## src/cpms_pkg.sv

```systemverilog
// Purpose: shared constants and types for the colour/proximity measurement sequencer
// Assumes: 25 MHz system clock, AHB-Lite register access, 32-bit words
// Notes:   offsets are byte addresses, one aligned word per register
package cpms_pkg;

    // sequencer states
    typedef enum logic [2:0] {
        CPMS_SLEEP      = 3'h0,
        CPMS_START      = 3'h1,
        CPMS_PROX_ACCUM = 3'h2,
        CPMS_PROX_WAIT  = 3'h3,
        CPMS_PROX_ADC   = 3'h4,
        CPMS_WAIT       = 3'h5,
        CPMS_COLOR_INIT = 3'h6,
        CPMS_COLOR_ADC  = 3'h7
    } cpms_state_t;

    // timing
    localparam int CLK_PERIOD_NS    = 40;
    localparam int STEP_TIME_NS     = 2400000;
    localparam int STEP_CYCLES_DEF  = STEP_TIME_NS / CLK_PERIOD_NS;
    localparam int LED_ON_NS        = 6300;
    localparam int LED_PERIOD_NS    = 14000;
    localparam int LED_ON_CYCLES    = (LED_ON_NS + CLK_PERIOD_NS - 1) / CLK_PERIOD_NS;
    localparam int LED_PERIOD_CYC   = (LED_PERIOD_NS + CLK_PERIOD_NS - 1) / CLK_PERIOD_NS;
    localparam int WAIT_EXTEND_MULT = 12;
    localparam int STEP_RANGE       = 256;

    // register byte offsets
    localparam logic [7:0] OFS_ENABLE    = 8'h00;
    localparam logic [7:0] OFS_COLOR_IT  = 8'h04;
    localparam logic [7:0] OFS_WAIT_TIME = 8'h08;
    localparam logic [7:0] OFS_CONFIG    = 8'h0C;
    localparam logic [7:0] OFS_PULSES    = 8'h10;
    localparam logic [7:0] OFS_PROX_CONV = 8'h14;
    localparam logic [7:0] OFS_DRIVE     = 8'h18;
    localparam logic [7:0] OFS_STATUS    = 8'h1C;
    localparam logic [7:0] OFS_PROX_LO   = 8'h20;
    localparam logic [7:0] OFS_PROX_HI   = 8'h24;
    localparam logic [7:0] OFS_COLOR0    = 8'h28;

    // enable register fields
    localparam int BIT_POWER_ON = 0;
    localparam int BIT_COLOR_EN = 1;
    localparam int BIT_PROX_EN  = 2;
    localparam int BIT_WAIT_EN  = 3;
    // config register field
    localparam int BIT_WAIT_EXT = 1;
    // status register fields
    localparam int BIT_PROX_VALID  = 0;
    localparam int BIT_COLOR_VALID = 1;
    localparam int POS_STATE       = 4;

    // reset values
    localparam logic [7:0] RST_TIME    = 8'hFF;
    localparam logic [7:0] RST_PULSES  = 8'h01;
    localparam logic [1:0] RST_DRIVE   = 2'h0;

endpackage

```

## src/cpms_sequencer.sv

```systemverilog
// Purpose: measurement sequencer for colour integration and pulsed proximity sensing
// Assumes: light levels arrive as synchronous unsigned samples; 25 MHz hclk
// Notes:   AHB-Lite slave, writes zero-wait, reads take one wait state
// Operation
// - power-on reset enters sleep; setting power-on moves to start.
// - power-on control is bit 0 of the register at address 0.
// - from start run proximity, wait, colour in order, only enabled phases.
// - clearing power-on finishes running conversions, then sleeps.
// - four colour channels integrate together; all four counts move at completion.
// - colour results update in one cycle so reads never see partial data.
// - after colour transfer advance to next configured state without host action.
// - colour integration lasts 2.4 ms times (256 minus setting).
// - wait lasts 2.4 ms steps, two's complement count of 1 to 256.
// - LED pulse on 6.3 us within a 14.0 us period.
// - pulse count per accumulation programmable 1 to 255.
// - drive setting selects 100, 50, 25 or 12.5 mA sink current.
// - add light while LED on, subtract background while off, accumulate.
// - convert accumulation to 16-bit result read as two bytes.
// - proximity conversion 1 to 256 steps of 2.4 ms; default 0xFF.
// - proximity-valid set at first proximity completion, held until disabled.
// - drive code 0 highest, 1 is 50, 2 is 25, 3 is 12.5 mA.
// - proximity wait between accumulation and conversion is fixed 2.4 ms.
// - colour init lasts 2.4 ms before colour conversion.
// - wait-extend bit lengthens wait by twelve.
//
// The AHB-Lite slave port and the placing of the registers were chosen for this implementation.
`timescale 1ns/1ns
module cpms_sequencer #(
    parameter int STEP_CYCLES = cpms_pkg::STEP_CYCLES_DEF
) (
    // clock and reset
    input  wire logic        hclk,
    input  wire logic        hresetn,
    // ahb-lite slave
    input  wire logic        hsel,
    input  wire logic [31:0] haddr,
    input  wire logic [1:0]  htrans,
    input  wire logic        hwrite,
    input  wire logic [2:0]  hsize,
    input  wire logic [31:0] hwdata,
    input  wire logic        hready,
    output logic      [31:0] hrdata,
    output logic             hreadyout,
    output logic             hresp,
    // light samples
    input  wire logic [15:0] color_light_0,
    input  wire logic [15:0] color_light_1,
    input  wire logic [15:0] color_light_2,
    input  wire logic [15:0] color_light_3,
    input  wire logic [15:0] prox_light,
    // led driver
    output logic             led_sink_output,
    output logic      [1:0]  led_drive_level
);
    localparam int SCW     = $clog2(STEP_CYCLES + 1);
    localparam int PCW     = $clog2(cpms_pkg::LED_PERIOD_CYC + 1);
    localparam int TW      = 12;
    // background is subtracted over as many off cycles as the led was lit
    localparam int SUB_END = 2 * cpms_pkg::LED_ON_CYCLES;

    // bus side
    logic                  addr_ok;
    logic                  wr_pend_reg;
    logic                  rd_pend_reg;
    logic           [7:0]  addr_reg;
    logic           [31:0] hrdata_reg;
    logic                  hreadyout_reg;
    logic                  hresp_reg;
    logic           [31:0] rd_word;
    // host settings
    logic           [3:0]  enable_reg;
    logic           [7:0]  color_integ_time_reg;
    logic           [7:0]  wait_time_setting_reg;
    logic           [7:0]  prox_pulse_count_reg;
    logic           [7:0]  prox_conv_time_reg;
    logic                  wait_extend_bit_reg;
    logic           [1:0]  led_drive_level_reg;
    logic                  power_on_bit;
    logic                  color_enable;
    logic                  prox_enable;
    logic                  wait_enable;
    // sequencer
    cpms_pkg::cpms_state_t state_reg;
    cpms_pkg::cpms_state_t state_next;
    cpms_pkg::cpms_state_t after_prox;
    cpms_pkg::cpms_state_t after_wait;
    logic                  state_change;
    // step timing
    logic [SCW-1:0]        cyc_cnt_reg;
    logic                  step_tick;
    logic [TW-1:0]         step_cnt_reg;
    logic [TW-1:0]         step_target;
    logic [TW-1:0]         wait_base;
    logic                  phase_end;
    // proximity
    logic [PCW-1:0]        phase_cnt_reg;
    logic [PCW-1:0]        phase_next;
    logic           [7:0]  pulse_cnt_reg;
    logic                  pulse_end;
    logic                  accum_end;
    logic                  led_reg;
    logic signed    [33:0] prox_acc_reg;
    logic           [25:0] prox_pos;
    logic           [8:0]  conv_steps;
    logic           [34:0] prox_prod;
    logic           [15:0] prox_sat;
    logic           [7:0]  prox_lo_reg;
    logic           [7:0]  prox_hi_reg;
    logic                  prox_done;
    logic                  prox_valid_flag_reg;
    // colour
    logic           [15:0] color_in [4];
    logic           [15:0] color_acc_reg [4];
    logic           [15:0] color_res_reg [4];
    logic           [15:0] color_sat [4];
    logic                  color_done;
    logic                  color_valid_reg;

    // every output comes straight from a flop
    assign hrdata          = hrdata_reg;
    assign hreadyout       = hreadyout_reg;
    assign hresp           = hresp_reg;
    assign led_sink_output = led_reg;
    assign led_drive_level = led_drive_level_reg;

    // enable register fields, power-on at bit 0 of offset 0
    assign power_on_bit = enable_reg[cpms_pkg::BIT_POWER_ON];
    assign color_enable = enable_reg[cpms_pkg::BIT_COLOR_EN];
    assign prox_enable  = enable_reg[cpms_pkg::BIT_PROX_EN];
    assign wait_enable  = enable_reg[cpms_pkg::BIT_WAIT_EN];

    // an address phase is taken only while the bus is ready
    assign addr_ok = hsel && htrans[1] && hready;

    // ahb-lite slave: writes land in the data phase, reads insert one wait state
    always_ff @(posedge hclk or negedge hresetn) begin
        if (!hresetn) begin
            wr_pend_reg   <= 1'h0;
            rd_pend_reg   <= 1'h0;
            addr_reg      <= 8'h00;
            hrdata_reg    <= 32'h0000_0000;
            hreadyout_reg <= 1'h1;
            hresp_reg     <= 1'h0;
        end else begin
            wr_pend_reg   <= addr_ok && hwrite;
            rd_pend_reg   <= addr_ok && !hwrite;
            hreadyout_reg <= !(addr_ok && !hwrite);
            hresp_reg     <= 1'h0; // always okay
            if (addr_ok) begin
                addr_reg <= haddr[7:0];
            end
            if (rd_pend_reg) begin
                hrdata_reg <= rd_word;
            end
        end
    end

    // host setting registers
    always_ff @(posedge hclk or negedge hresetn) begin
        if (!hresetn) begin
            enable_reg            <= 4'h0; // power-on clear: sleep
            color_integ_time_reg  <= cpms_pkg::RST_TIME;
            wait_time_setting_reg <= cpms_pkg::RST_TIME;
            prox_pulse_count_reg  <= cpms_pkg::RST_PULSES;
            prox_conv_time_reg    <= cpms_pkg::RST_TIME;
            wait_extend_bit_reg   <= 1'h0;
            led_drive_level_reg   <= cpms_pkg::RST_DRIVE;
        end else if (wr_pend_reg) begin
            if (addr_reg == cpms_pkg::OFS_ENABLE) begin
                enable_reg <= hwdata[3:0];
            end else if (addr_reg == cpms_pkg::OFS_COLOR_IT) begin
                color_integ_time_reg <= hwdata[7:0];
            end else if (addr_reg == cpms_pkg::OFS_WAIT_TIME) begin
                wait_time_setting_reg <= hwdata[7:0];
            end else if (addr_reg == cpms_pkg::OFS_CONFIG) begin
                wait_extend_bit_reg <= hwdata[cpms_pkg::BIT_WAIT_EXT];
            end else if (addr_reg == cpms_pkg::OFS_PULSES) begin
                prox_pulse_count_reg <= hwdata[7:0];
            end else if (addr_reg == cpms_pkg::OFS_PROX_CONV) begin
                prox_conv_time_reg <= hwdata[7:0];
            end else if (addr_reg == cpms_pkg::OFS_DRIVE) begin
                led_drive_level_reg <= hwdata[1:0];
            end
        end
    end

    // read decode; each colour result is one word, so no colour read sees half an update
    always_comb begin
        rd_word = 32'h0000_0000;
        if (addr_reg == cpms_pkg::OFS_ENABLE) begin
            rd_word = {28'h0, enable_reg};
        end else if (addr_reg == cpms_pkg::OFS_COLOR_IT) begin
            rd_word = {24'h0, color_integ_time_reg};
        end else if (addr_reg == cpms_pkg::OFS_WAIT_TIME) begin
            rd_word = {24'h0, wait_time_setting_reg};
        end else if (addr_reg == cpms_pkg::OFS_CONFIG) begin
            rd_word = {30'h0, wait_extend_bit_reg, 1'h0};
        end else if (addr_reg == cpms_pkg::OFS_PULSES) begin
            rd_word = {24'h0, prox_pulse_count_reg};
        end else if (addr_reg == cpms_pkg::OFS_PROX_CONV) begin
            rd_word = {24'h0, prox_conv_time_reg};
        end else if (addr_reg == cpms_pkg::OFS_DRIVE) begin
            rd_word = {30'h0, led_drive_level_reg};
        end else if (addr_reg == cpms_pkg::OFS_STATUS) begin
            rd_word = {25'h0, state_reg, 2'h0, color_valid_reg, prox_valid_flag_reg};
        end else if (addr_reg == cpms_pkg::OFS_PROX_LO) begin
            rd_word = {24'h0, prox_lo_reg};
        end else if (addr_reg == cpms_pkg::OFS_PROX_HI) begin
            rd_word = {24'h0, prox_hi_reg};
        end else if (addr_reg == cpms_pkg::OFS_COLOR0) begin
            rd_word = {16'h0, color_res_reg[0]};
        end else if (addr_reg == cpms_pkg::OFS_COLOR0 + 8'h04) begin
            rd_word = {16'h0, color_res_reg[1]};
        end else if (addr_reg == cpms_pkg::OFS_COLOR0 + 8'h08) begin
            rd_word = {16'h0, color_res_reg[2]};
        end else if (addr_reg == cpms_pkg::OFS_COLOR0 + 8'h0C) begin
            rd_word = {16'h0, color_res_reg[3]};
        end
    end

    // where to go once a phase is over; disabled phases take no time
    always_comb begin
        if (!power_on_bit) begin
            after_prox = cpms_pkg::CPMS_SLEEP;
        end else if (wait_enable) begin
            after_prox = cpms_pkg::CPMS_WAIT;
        end else if (color_enable) begin
            after_prox = cpms_pkg::CPMS_COLOR_INIT;
        end else begin
            after_prox = cpms_pkg::CPMS_START;
        end
        if (!power_on_bit) begin
            after_wait = cpms_pkg::CPMS_SLEEP;
        end else if (color_enable) begin
            after_wait = cpms_pkg::CPMS_COLOR_INIT;
        end else begin
            after_wait = cpms_pkg::CPMS_START;
        end
    end

    // sequencer next state; a running phase always completes
    always_comb begin
        state_next = state_reg;
        case (state_reg)
            cpms_pkg::CPMS_SLEEP: begin
                if (power_on_bit) state_next = cpms_pkg::CPMS_START;
            end
            cpms_pkg::CPMS_START: begin
                if (!power_on_bit) begin
                    state_next = cpms_pkg::CPMS_SLEEP;
                end else if (prox_enable && prox_pulse_count_reg == 8'h00) begin
                    state_next = cpms_pkg::CPMS_PROX_WAIT;
                end else if (prox_enable) begin
                    state_next = cpms_pkg::CPMS_PROX_ACCUM;
                end else begin
                    state_next = after_prox;
                end
            end
            cpms_pkg::CPMS_PROX_ACCUM: begin
                if (accum_end) state_next = cpms_pkg::CPMS_PROX_WAIT;
            end
            cpms_pkg::CPMS_PROX_WAIT: begin
                if (phase_end) state_next = cpms_pkg::CPMS_PROX_ADC;
            end
            cpms_pkg::CPMS_PROX_ADC: begin
                if (phase_end) state_next = after_prox;
            end
            cpms_pkg::CPMS_WAIT: begin
                if (phase_end) state_next = after_wait;
            end
            cpms_pkg::CPMS_COLOR_INIT: begin
                if (phase_end) state_next = cpms_pkg::CPMS_COLOR_ADC;
            end
            cpms_pkg::CPMS_COLOR_ADC: begin
                if (phase_end && power_on_bit) begin
                    state_next = cpms_pkg::CPMS_START;
                end else if (phase_end) begin
                    state_next = cpms_pkg::CPMS_SLEEP;
                end
            end
            default: state_next = cpms_pkg::CPMS_SLEEP;
        endcase
    end

    assign state_change = (state_next != state_reg);

    // sequencer state
    always_ff @(posedge hclk or negedge hresetn) begin
        if (!hresetn) begin
            state_reg <= cpms_pkg::CPMS_SLEEP;
        end else begin
            state_reg <= state_next;
        end
    end

    // step length in 2.4 ms units for each timed phase
    always_comb begin
        wait_base   = TW'(cpms_pkg::STEP_RANGE) - {4'h0, wait_time_setting_reg};
        step_target = TW'(1); // prox wait and colour init
        case (state_reg)
            cpms_pkg::CPMS_PROX_ADC: begin
                step_target = TW'(cpms_pkg::STEP_RANGE) - {4'h0, prox_conv_time_reg};
            end
            cpms_pkg::CPMS_WAIT: begin
                step_target = wait_extend_bit_reg ?
                              wait_base * TW'(cpms_pkg::WAIT_EXTEND_MULT) : wait_base;
            end
            cpms_pkg::CPMS_COLOR_ADC: begin
                step_target = TW'(cpms_pkg::STEP_RANGE) - {4'h0, color_integ_time_reg};
            end
            default: step_target = TW'(1);
        endcase
    end

    // step divider, restarted on each state entry so phases last whole steps
    assign step_tick = (cyc_cnt_reg == SCW'(STEP_CYCLES - 1));
    assign phase_end = step_tick && (step_cnt_reg == step_target - TW'(1));

    always_ff @(posedge hclk or negedge hresetn) begin
        if (!hresetn) begin
            cyc_cnt_reg  <= '0;
            step_cnt_reg <= '0;
        end else if (state_change) begin
            cyc_cnt_reg  <= '0;
            step_cnt_reg <= '0;
        end else if (step_tick) begin
            cyc_cnt_reg  <= '0;
            step_cnt_reg <= step_cnt_reg + TW'(1);
        end else begin
            cyc_cnt_reg  <= cyc_cnt_reg + SCW'(1);
        end
    end

    // led pulse train: fixed on time within a fixed period
    assign pulse_end  = (state_reg == cpms_pkg::CPMS_PROX_ACCUM) &&
                        (phase_cnt_reg == PCW'(cpms_pkg::LED_PERIOD_CYC - 1));
    assign accum_end  = pulse_end && (pulse_cnt_reg == prox_pulse_count_reg - 8'h01);
    assign phase_next = (state_reg != cpms_pkg::CPMS_PROX_ACCUM || pulse_end) ?
                        '0 : phase_cnt_reg + PCW'(1);

    always_ff @(posedge hclk or negedge hresetn) begin
        if (!hresetn) begin
            phase_cnt_reg <= '0;
            pulse_cnt_reg <= 8'h00;
            led_reg       <= 1'h0;
        end else begin
            phase_cnt_reg <= phase_next;
            if (state_reg != cpms_pkg::CPMS_PROX_ACCUM) begin
                pulse_cnt_reg <= 8'h00;
            end else if (pulse_end) begin
                pulse_cnt_reg <= pulse_cnt_reg + 8'h01;
            end
            led_reg <= (state_next == cpms_pkg::CPMS_PROX_ACCUM) &&
                       (phase_next < PCW'(cpms_pkg::LED_ON_CYCLES));
        end
    end

    // scale the net reflected energy by the conversion steps, saturate to 16 bits
    assign prox_pos   = prox_acc_reg[33] ? 26'h0 : prox_acc_reg[33:8];
    assign conv_steps = 9'h100 - {1'h0, prox_conv_time_reg};
    assign prox_prod  = {9'h0, prox_pos} * {26'h0, conv_steps};
    assign prox_sat   = (|prox_prod[34:16]) ? 16'hFFFF : prox_prod[15:0];
    assign prox_done  = (state_reg == cpms_pkg::CPMS_PROX_ADC) && phase_end;

    // add light while lit, take away background while dark
    always_ff @(posedge hclk or negedge hresetn) begin
        if (!hresetn) begin
            prox_acc_reg <= 34'sh0;
            prox_lo_reg  <= 8'h00;
            prox_hi_reg  <= 8'h00;
        end else begin
            if (state_reg == cpms_pkg::CPMS_START) begin
                prox_acc_reg <= 34'sh0;
            end else if (led_reg) begin
                prox_acc_reg <= prox_acc_reg + $signed({18'h0, prox_light});
            end else if (state_reg == cpms_pkg::CPMS_PROX_ACCUM &&
                         phase_cnt_reg < PCW'(SUB_END)) begin
                prox_acc_reg <= prox_acc_reg - $signed({18'h0, prox_light});
            end
            if (prox_done) begin
                prox_lo_reg <= prox_sat[7:0];
                prox_hi_reg <= prox_sat[15:8];
            end
        end
    end

    // colour inputs gathered per channel
    assign color_in[0] = color_light_0;
    assign color_in[1] = color_light_1;
    assign color_in[2] = color_light_2;
    assign color_in[3] = color_light_3;
    assign color_done  = (state_reg == cpms_pkg::CPMS_COLOR_ADC) && phase_end;

    // four channels integrate together; results move in one cycle
    for (genvar g = 0; g < 4; g++) begin : g_color
        logic [16:0] sum_w;
        assign sum_w        = {1'h0, color_acc_reg[g]} + {1'h0, color_in[g]};
        assign color_sat[g] = sum_w[16] ? 16'hFFFF : sum_w[15:0];
        always_ff @(posedge hclk or negedge hresetn) begin
            if (!hresetn) begin
                color_acc_reg[g] <= 16'h0000;
                color_res_reg[g] <= 16'h0000;
            end else begin
                if (state_reg != cpms_pkg::CPMS_COLOR_ADC) begin
                    color_acc_reg[g] <= 16'h0000;
                end else if (step_tick) begin
                    color_acc_reg[g] <= color_sat[g];
                end
                if (color_done) begin
                    color_res_reg[g] <= color_sat[g];
                end
            end
        end
    end

    // status flags; a completion beats a disable landing in the same cycle
    always_ff @(posedge hclk or negedge hresetn) begin
        if (!hresetn) begin
            prox_valid_flag_reg <= 1'h0;
            color_valid_reg     <= 1'h0;
        end else begin
            if (prox_done) begin
                prox_valid_flag_reg <= 1'h1;
            end else if (!prox_enable) begin
                prox_valid_flag_reg <= 1'h0;
            end
            if (color_done) begin
                color_valid_reg <= 1'h1;
            end else if (!color_enable) begin
                color_valid_reg <= 1'h0;
            end
        end
    end
endmodule // cpms_sequencer
```

## config.mk

```make
export PLATFORM = sky130hd
export DESIGN_NAME = cpms_sequencer
export DESIGN_NICKNAME = d
export VERILOG_FILES = /design/src/cpms_pkg.sv /design/src/cpms_sequencer.sv
export SDC_FILE = /design/constraint.sdc
export NUM_CORES = 1
export LEC_CHECK = 0
export BUFFER_PORTS_ARGS = -buffer_cell sky130_fd_sc_hd__clkbuf_2
export CORE_UTILIZATION = 45
export DETAILED_ROUTE_END_ITERATION = 7
export HOLD_SLACK_MARGIN = 0.06
export PLACE_DENSITY = 0.67
export SYNTH_ARGS = -nofsm -noshare
export SYNTH_HDL_FRONTEND = slang
export SYNTH_SLANG_ARGS = --single-unit
```

## constraint.sdc

```tcl
create_clock -name hclk -period 17.2 [get_ports hclk]
set_clock_uncertainty 0.15 [all_clocks]
set_input_delay 1.72 -clock hclk [delete_from_list [all_inputs] [get_ports hclk]]
set_output_delay 1.72 -clock hclk [all_outputs]
set_load 0.05 [all_outputs]
```

---- After elaboration in Yosys (flattened, before gate mapping) ----
Index checks and enable logic that the tools add are counted.
operators by class
  add/subtract/negate cells ............... 16
  $mul .................................... 2
  div/mod/pow operators ................... 0
  order comparisons ....................... 2
  eq/ne operators ......................... 30
  shifts and indexed selects .............. 0
  multiplexer cells ....................... 60
  bitwise gates (word level) .............. 6
  reduce and logical (&&, ||, !) cells .... 31
operators with widths
  kind                     count
  $mux W16                 29
  $mux W34                 3
  $add A16 B16 Y17         4
  $eq A8 B6 Y1 const B     6
  $mux W3                  15
  $mux W12                 3
  $pmux W12 S3             1
  $add A34 B17 Y34         1
  $mul A25 B9 Y34          1
  $sub A34 B17 Y34         1
  $eq A8 B5 Y1 const B     4
  $sub A9 B8 Y10 const A   3
  $mux W25                 1
  $pmux W3 S8              1
  $reduce_or A19 Y1        1
  $add A16 B1 Y16 const B  1
  $eq A16 B16 Y1 const B   1
  $eq A8 B4 Y1 const B     2
  $logic_not A8 Y1         2
  $mux W8                  2
  $logic_and A1 B1 Y1      13
  $add A12 B1 Y12 const B  1
  $eq A12 B12 Y1           1
  $eq A3 B3 Y1 const B     4
  32 further kinds         46
storage, ports and cells
  register bits after elaboration ......... 311
  latch bits .............................. 0
  bits in writable memories ............... 0
  memory bits (read-only) ................. 0
  output and inout bits ................... 37
  word-level logic and storage cells ...... 178
  memories ................................ 0

---- Logic depth before layout (Yosys ltp) ----
Gate-level depths: netlist of run 1.
  depth after elaboration ................. 15
  depth in mapped cells ................... 31

---- Least setup slack after synthesis of run 1 ----
Ideal clock, no wire load.
  kind .................................... register -> register
  start point ............................. reg prox_conv_time_reg[0]
  end point ............................... reg prox_hi_reg[3]
  arrival time ............................ 7620 ps
  required time ........................... 16925 ps
  setup slack ............................. 9304 ps
  stages on the path, launching flop included .. 31
  buffers on the path ..................... 6
  cell sequence ........................... dfstp_2 -> clkbuf_1 -> inv_1 -> buf_1 -> ha_1 -> nand3b_1 -> or3_1 -> clkbuf_1 -> clkbuf_1 -> nor2_1 -> fa_1 -> inv_1 -> fa_1 -> fa_1 -> fa_1 -> inv_1 -> ha_1 -> o21ai_0 -> a21oi_1 -> o21a_1 -> o211a_1 -> a211oi_1 -> o21ai_0 -> o41ai_1 -> xnor2_1 -> o2111ai_1 -> or4_1 -> buf_1 -> clkbuf_1 -> nor4_1 -> nor2_1
on the way
  word-level cells in the longest chain between the ends .. 6
RTL lines
  item                                                                     RTL line               text
  start: declaration                                                       cpms_sequencer.sv:75   logic [7:0] prox_conv_time_reg;
  start signal: assignment                                                 cpms_sequencer.sv:165  prox_conv_time_reg <= cpms_pkg::RST_TIME;
  start signal: assignment                                                 cpms_sequencer.sv:180  prox_conv_time_reg <= hwdata[7:0];
  parallel branches: the longest is 6 deep, another holds $mul A25 B9 Y34  n/a
  end signal: assignment                                                   cpms_sequencer.sv:382  prox_hi_reg <= prox_sat[15:8];
  end: declaration                                                         cpms_sequencer.sv:108  logic [7:0] prox_hi_reg;
Parallel ways; which one is timed is not known.
A chain may end at the register's enable or synchronous reset.

---- Worst setup path in the final report of run 1 ----
  start point ............................. reg prox_conv_time_reg[0]
  end point ............................... reg prox_lo_reg[0]
on the way
  word-level cells in the longest chain between the ends .. 6
RTL lines
  item                                                                     RTL line               text
  parallel branches: the longest is 6 deep, another holds $mul A25 B9 Y34  n/a
  end signal: assignment                                                   cpms_sequencer.sv:381  prox_lo_reg <= prox_sat[7:0];
  end: declaration                                                         cpms_sequencer.sv:107  logic [7:0] prox_lo_reg;
Parallel ways; which one is timed is not known.

==> impl_metrics.env, run 1 <==
export IMPL_outcome="finished, final reports clean"
export IMPL_maxCapViolCount=0
export IMPL_cts_num_sinks=295
export IMPL_cts_tree="built"
export IMPL_layout_worst_path_cycle_share=0.545
export IMPL_synthesis_area_um2=26400
export IMPL_finalSetupViolations=0
export IMPL_drtIter0Drc=1779
export IMPL_rsz0062_at_grt="false"
export IMPL_wl_per_cell_um=17.9
export IMPL_ys_seq_area_frac=0.280
export IMPL_design_core_area_um2=57900
export IMPL_place_gp_congestion=0.943
export IMPL_antenna_found_initial=0
export IMPL_slew_headroom=0.205
export IMPL_grt_pass1_vias=21200
export IMPL_start_util=0.457
export IMPL_hold_violations=0
export IMPL_cts_buffer_depth=3
export IMPL_grt_max_degree=122
export IMPL_ys_async_sr_fraction=1.00
export IMPL_critPathKind="reg -> reg"
export IMPL_avgSynthCellArea_um2=8.47
export IMPL_num_rows=88
export IMPL_synth_top_flop_cell="dfrtp_1"
export IMPL_cts_hold_buf=0
export IMPL_vias=22300
export IMPL_drv_slew=0
export IMPL_ys_types=97
export IMPL_dieHeight_um=244
export IMPL_worst_pin_slew_ps=1190
export IMPL_hp_class="reg -> reg"
export IMPL_fmax_mhz=107
export IMPL_post_cts_resized=0
export IMPL_routed_wl_um=71000
export IMPL_peakVddDrop_v=0.000374
export IMPL_grt_pass1_wl_um=116000
export IMPL_total_power_mw=6.83
export IMPL_drc=0
export IMPL_cp_arrival_ps=9650
export IMPL_pre_cts_slack_ps=8000
export IMPL_fin_crit_ps=9370
export IMPL_grt_overflow=0
export IMPL_fin_setup_tns_ps=0
export IMPL_critPathMaxFanout=18
export IMPL_endpoint_kind="flop"
export IMPL_area_growth_pct=9.22
export IMPL_fin_nets=3664
export IMPL_drtAntennaViolNets=0
export IMPL_h_tree_depth=2
export IMPL_synth_seq_cells=295
export IMPL_routed_via_density=5.61
export IMPL_ios=191
export IMPL_required_ps=17480
export IMPL_fp_dieW_um=244
export IMPL_cts_buffers_inserted=36
export IMPL_powerDensity_nw_per_um2=236
export IMPL_post_cts_setup_buffer_count=0
export IMPL_synth_edf_count=0
export IMPL_ys_warn_count=0
export IMPL_port_buffers=121
export IMPL_insertion_delay_ps=570
export IMPL_diodes=0
export IMPL_cts_root_buf="clkbuf_16"
export IMPL_drive_gt1_frac=0.0993
export IMPL_p_leak_nw=13.4
export IMPL_grt_usage=0.240
export IMPL_dieArea_um2=59700
export IMPL_cp_start_kind="flop"
export IMPL_synthCells=3124
export IMPL_hpwl_um=52800
export IMPL_fin_ws_ps=7830
export IMPL_drtPass1Iterations=5
export IMPL_path_clk_slew_ps=60
==> per-layer routing <==
layer | global-route usage | vias to the layer above | share of wire
li1 | - | 10700 | -
met1 | 0.361 | 10900 | 0.47
met2 | 0.364 | 639 | 0.45
met3 | 0.0266 | 99 | 0.058
met4 | 0.0627 | 0 | 0.022
met5 | 0 | - | 0
==> synthesized netlist by cell type, types with 11 or more instances <==
| cell type | number | area, µm² |
|---|---|---|
| xor2_1 | 73 | 639 |
| a21o_1 | 32 | 240 |
| buf_2 | 14 | 70.1 |
| mux2_2 | 50 | 563 |
| a221oi_1 | 18 | 158 |
| a22oi_1 | 11 | 82.6 |
| o21bai_1 | 18 | 135 |
| nor3_1 | 77 | 385 |
| dfrtp_1 | 269 | 6730 |
| nor2b_1 | 39 | 244 |
| o21ai_0 | 202 | 1010 |
| and3_1 | 27 | 169 |
| nand4_1 | 14 | 87.6 |
| a211oi_1 | 22 | 165 |
| dfstp_2 | 26 | 683 |
| a21oi_1 | 201 | 1010 |
| nand3_1 | 61 | 305 |
| o22ai_1 | 16 | 100 |
| fa_1 | 167 | 3340 |
| nand2b_1 | 46 | 288 |
| inv_1 | 279 | 1050 |
| a22o_1 | 12 | 105 |
| a31oi_1 | 12 | 75.1 |
| and2_1 | 15 | 93.8 |
| o211ai_1 | 14 | 105 |
| o21a_1 | 18 | 135 |
| mux2i_1 | 25 | 250 |
| nor4_1 | 28 | 175 |
| ha_1 | 170 | 2130 |
| xnor2_1 | 116 | 1020 |
| nand2_1 | 318 | 1190 |
| nor2_1 | 430 | 1610 |
| clkbuf_1 | 106 | 398 |
| buf_4 | 19 | 143 |
==> path summary, 6_finish.rpt <==
check	from	end	slack [ps]	depth (start not counted)
max	prox_conv_time_reg[0]$_DFFE_PN1P_	prox_lo_reg[0]$_DFFE_PN0P_	7830	24
min	color_res_reg[41]$_DFFE_PN0P_	color_res_reg[41]$_DFFE_PN0P_	330	2
max in group asynchronous	hresetn	addr_reg[3]$_DFFE_PN0P_	13620	3
min reg2reg	color_res_reg[41]$_DFFE_PN0P_	color_res_reg[41]$_DFFE_PN0P_	330	2
min in group asynchronous	hresetn	prox_acc_reg[0]$_DFFE_PN0P_	970	1
max reg2reg	prox_conv_time_reg[0]$_DFFE_PN1P_	prox_lo_reg[0]$_DFFE_PN0P_	7830	24
==> stage by stage <==
stage	hold slack [ps]	cells	instance area (µm²)	utilization
after floorplan	299	3140	26500	-
after global routing	358	3966	28900	0.499
after CTS	334	3966	28900	0.499
after detailed placement	321	3900	27600	0.477
final	328	3966	28900	0.499
after global placement	311	3900	27600	0.477
==> area by class of cell <==
| type | count | area [µm²] |
|---|---|---|
| inverters | 279 | 1050 |
| well taps | 765 | 957 |
| clock inverters | 23 | 310 |
| flip-flops and latches | 295 | 7410 |
| clock buffers | 43 | 967 |
| fillers | 5581 | 29000 |
| multi-input cells | 2414 | 17400 |
| repair buffers | 147 | 811 |
==> power by group <==
group	leakage, nW	total [mW]	internal [mW]	switching, mW
logic	9.21	5.15	2.10	3.05
clock network	0.626	0.821	0.486	0.334
registers	3.57	0.862	0.761	0.101
total	13.4	6.83	3.35	3.48
==> placed cells by master (no fill, tap or decap), types with 36 or more instances in the layout <==
cell       instances
mux2_2            50
clkbuf_2         120
clkbuf_16         36
nor2_1           429
nand3_1           61
fa_1             167
dfrtp_1          269
xor2_1            73
o21ai_0          202
nand2b_1          46
nor3_1            75
xnor2_1          115
a21oi_1          200
nor2b_1           39
inv_1            279
nand2_1          318
ha_1             170
==> worst max-delay path, cell delays in order, from the launching register on <==
cell,delay [ps]
dfstp_2,810
inv_1,450
ha_1,400
nand3b_1,220
or3_1,690
nor2_1,160
fa_1,560
fa_1,530
fa_1,570
inv_1,60
fa_1,530
inv_1,40
ha_1,320
o21a_1,120
o21ai_0,230
or2_2,180
o211ai_1,130
a211oi_1,380
o21ai_0,240
o41ai_1,590
xnor2_1,200
o2111ai_1,180
or4_1,840
a2111oi_0,550
nor2_1,80
==> cells by family after synthesis <==
logic type	Yosys count	share of synthesized area
XOR/XNOR	191	0.0638
other	1	0.000142
flip-flops	295	0.280
AND/OR/NAND/NOR	1123	0.193
AO/OA/AOI/OAI	671	0.159
buffers and inverters	431	0.0661
multiplexers	75	0.0308
adder cells (fa/ha/maj)	337	0.207
Power figures use the tool's default switching activity.
==> run 2, diff against run 1 <==
Clock period 17.2 ns to 9.8 ns, I/O delays scaled along.
==> impl_metrics.env, run 2 (synthesized netlist as in run 1, its figures left out) <==
export IMPL_insertion_delay_ps=580
export IMPL_finalSetupViolations=0
export IMPL_post_cts_resized=0
export IMPL_hpwl_um=52500
export IMPL_endpoint_kind="flop"
export IMPL_gr_usage_met3=0.0374
export IMPL_dieArea_um2=59700
export IMPL_cts_buffers_inserted=36
export IMPL_cts_buffer_depth=3
export IMPL_diodes=0
export IMPL_grt_pass1_wl_um=115000
export IMPL_drv_slew=0
export IMPL_drive_gt1_frac=0.0995
export IMPL_layout_worst_path_cycle_share=0.918
export IMPL_slowest_stage="dfstp_2"
export IMPL_hp_class="in -> async"
export IMPL_fin_nets=3670
export IMPL_top_usage_layer="met1"
export IMPL_layoutNonFillerInstCount=3971
export IMPL_fin_setup_tns_ps=0
export IMPL_place_gp_congestion=0.930
export IMPL_port_buffers=121
export IMPL_critPathKind="reg -> reg"
export IMPL_dieHeight_um=244
export IMPL_cts_hold_buf=0
export IMPL_num_rows=88
export IMPL_grt_max_degree=174
export IMPL_met2_usage=0.359
export IMPL_cpPeakStageDelay_ps=840
export IMPL_hold_violations=0
export IMPL_cp_arrival_ps=9280
export IMPL_cts_root_buf="clkbuf_16"
export IMPL_drtPass1Iterations=6
export IMPL_cp_start_kind="flop"
export IMPL_grt_usage=0.239
export IMPL_rsz0062_at_grt="false"
export IMPL_design_core_area_um2=57900
export IMPL_fp_dieW_um=244
export IMPL_start_util=0.457
export IMPL_slew_headroom=0.130
export IMPL_use_met1=0.360
export IMPL_post_cts_setup_buffer_count=0
export IMPL_fmax_mhz=111
export IMPL_layout_commonest_cell="nor2_1"
export IMPL_h_tree_depth=2
export IMPL_grt_overflow=0
export IMPL_ios=191
export IMPL_area_growth_pct=9.42
export IMPL_dp_cells=3906
export IMPL_mostFrequentLayoutCells="nor2_1, nand2_1, inv_1, dfrtp_1, o21ai_0"
export IMPL_path_clk_slew_ps=60
export IMPL_drtIter0Drc=1689
export IMPL_fin_crit_ps=9000
export IMPL_drc=0
export IMPL_grt_pass1_vias=21000
export IMPL_antenna_found_initial=1
export IMPL_crit_chain="inv_1 > buf_4 > ha_1 > nand3b_1 > xor2_1 > nand2_1 > fa_1 > fa_1 > fa_1 > inv_1 > fa_1 > ha_1 > o21a_1 > o21ai_0 > or2_2 > o211ai_1 > a211oi_1 > o21ai_0 > o41ai_1 > xnor2_1 > o2111ai_1 > or4_1 > a2111oi_0 > nor2_1"
export IMPL_drtAntennaViolNets=0
export IMPL_worst_pin_slew_ps=1270
export IMPL_wl_per_cell_um=17.8
export IMPL_outcome="finished, final reports clean"
export IMPL_routed_wl_um=70700
export IMPL_path_common_cell="fa_1"
export IMPL_required_ps=10090
export IMPL_vias=22200
export IMPL_maxCapViolCount=0
export IMPL_cts_num_sinks=295
export IMPL_cts_tree="built"
export IMPL_critPathMaxFanout=17
export IMPL_routed_via_density=5.59
[run 2: final timing paths]
check	start	to	slack [ps]	cells after the start
worst min register to register	color_res_reg[18]$_DFFE_PN0P_	color_res_reg[18]$_DFFE_PN0P_	330	2
worst max-delay path	prox_conv_time_reg[0]$_DFFE_PN1P_	prox_lo_reg[0]$_DFFE_PN0P_	800	24
min in group hclk	color_res_reg[18]$_DFFE_PN0P_	color_res_reg[18]$_DFFE_PN0P_	330	2
worst max register to register	prox_conv_time_reg[0]$_DFFE_PN1P_	prox_lo_reg[0]$_DFFE_PN0P_	800	24
worst min-delay path	hresetn	prox_acc_reg[0]$_DFFE_PN0P_	310	1
max in group asynchronous	hresetn	addr_reg[1]$_DFFE_PN0P_	7660	2
[run 2: cell type report]
type / count / area [µm²]
fillers: 5582 / 29000
multi-input cells: 2414 / 17400
flip-flops and latches: 295 / 7410
inverters: 279 / 1050
clock buffers: 50 / 1020
well taps: 765 / 957
repair buffers: 153 / 868
clock inverters: 15 / 250
[run 2: per-layer routing]
metal	part of all wire	up-vias	wire length, µm
met3	0.062	104	4360
met4	0.021	2	1480
met2	0.44	636	31000
met5	0.00018	-	13
met1	0.48	10800	33900
li1	-	10700	-
[run 2: critical path, delay by kind of cell (launching register included)]
family / cells / cell delay [ps]
flip-flops: 1 / 840
buffers and inverters: 3 / 350
AND/OR/NAND/NOR: 5 / 1460
adder cells (fa/ha/maj): 6 / 2720
AO/OA/AOI/OAI: 8 / 2510
XOR/XNOR: 2 / 800
[run 2: stage by stage]
stage	setup slack, ps	cell area [µm²]	util	hold WS (ps)
after floorplan	1900	26500	-	299
after global placement	1150	27700	0.478	311
after detailed placement	1090	27700	0.478	320
after CTS	1020	28900	0.500	334
after global routing	507	28900	0.500	351
final	803	28900	0.500	309
Power of run 2 is left out: the tool's default activity adds up to more than one toggle a clock period on the data nets, which glitch-free logic cannot reach.
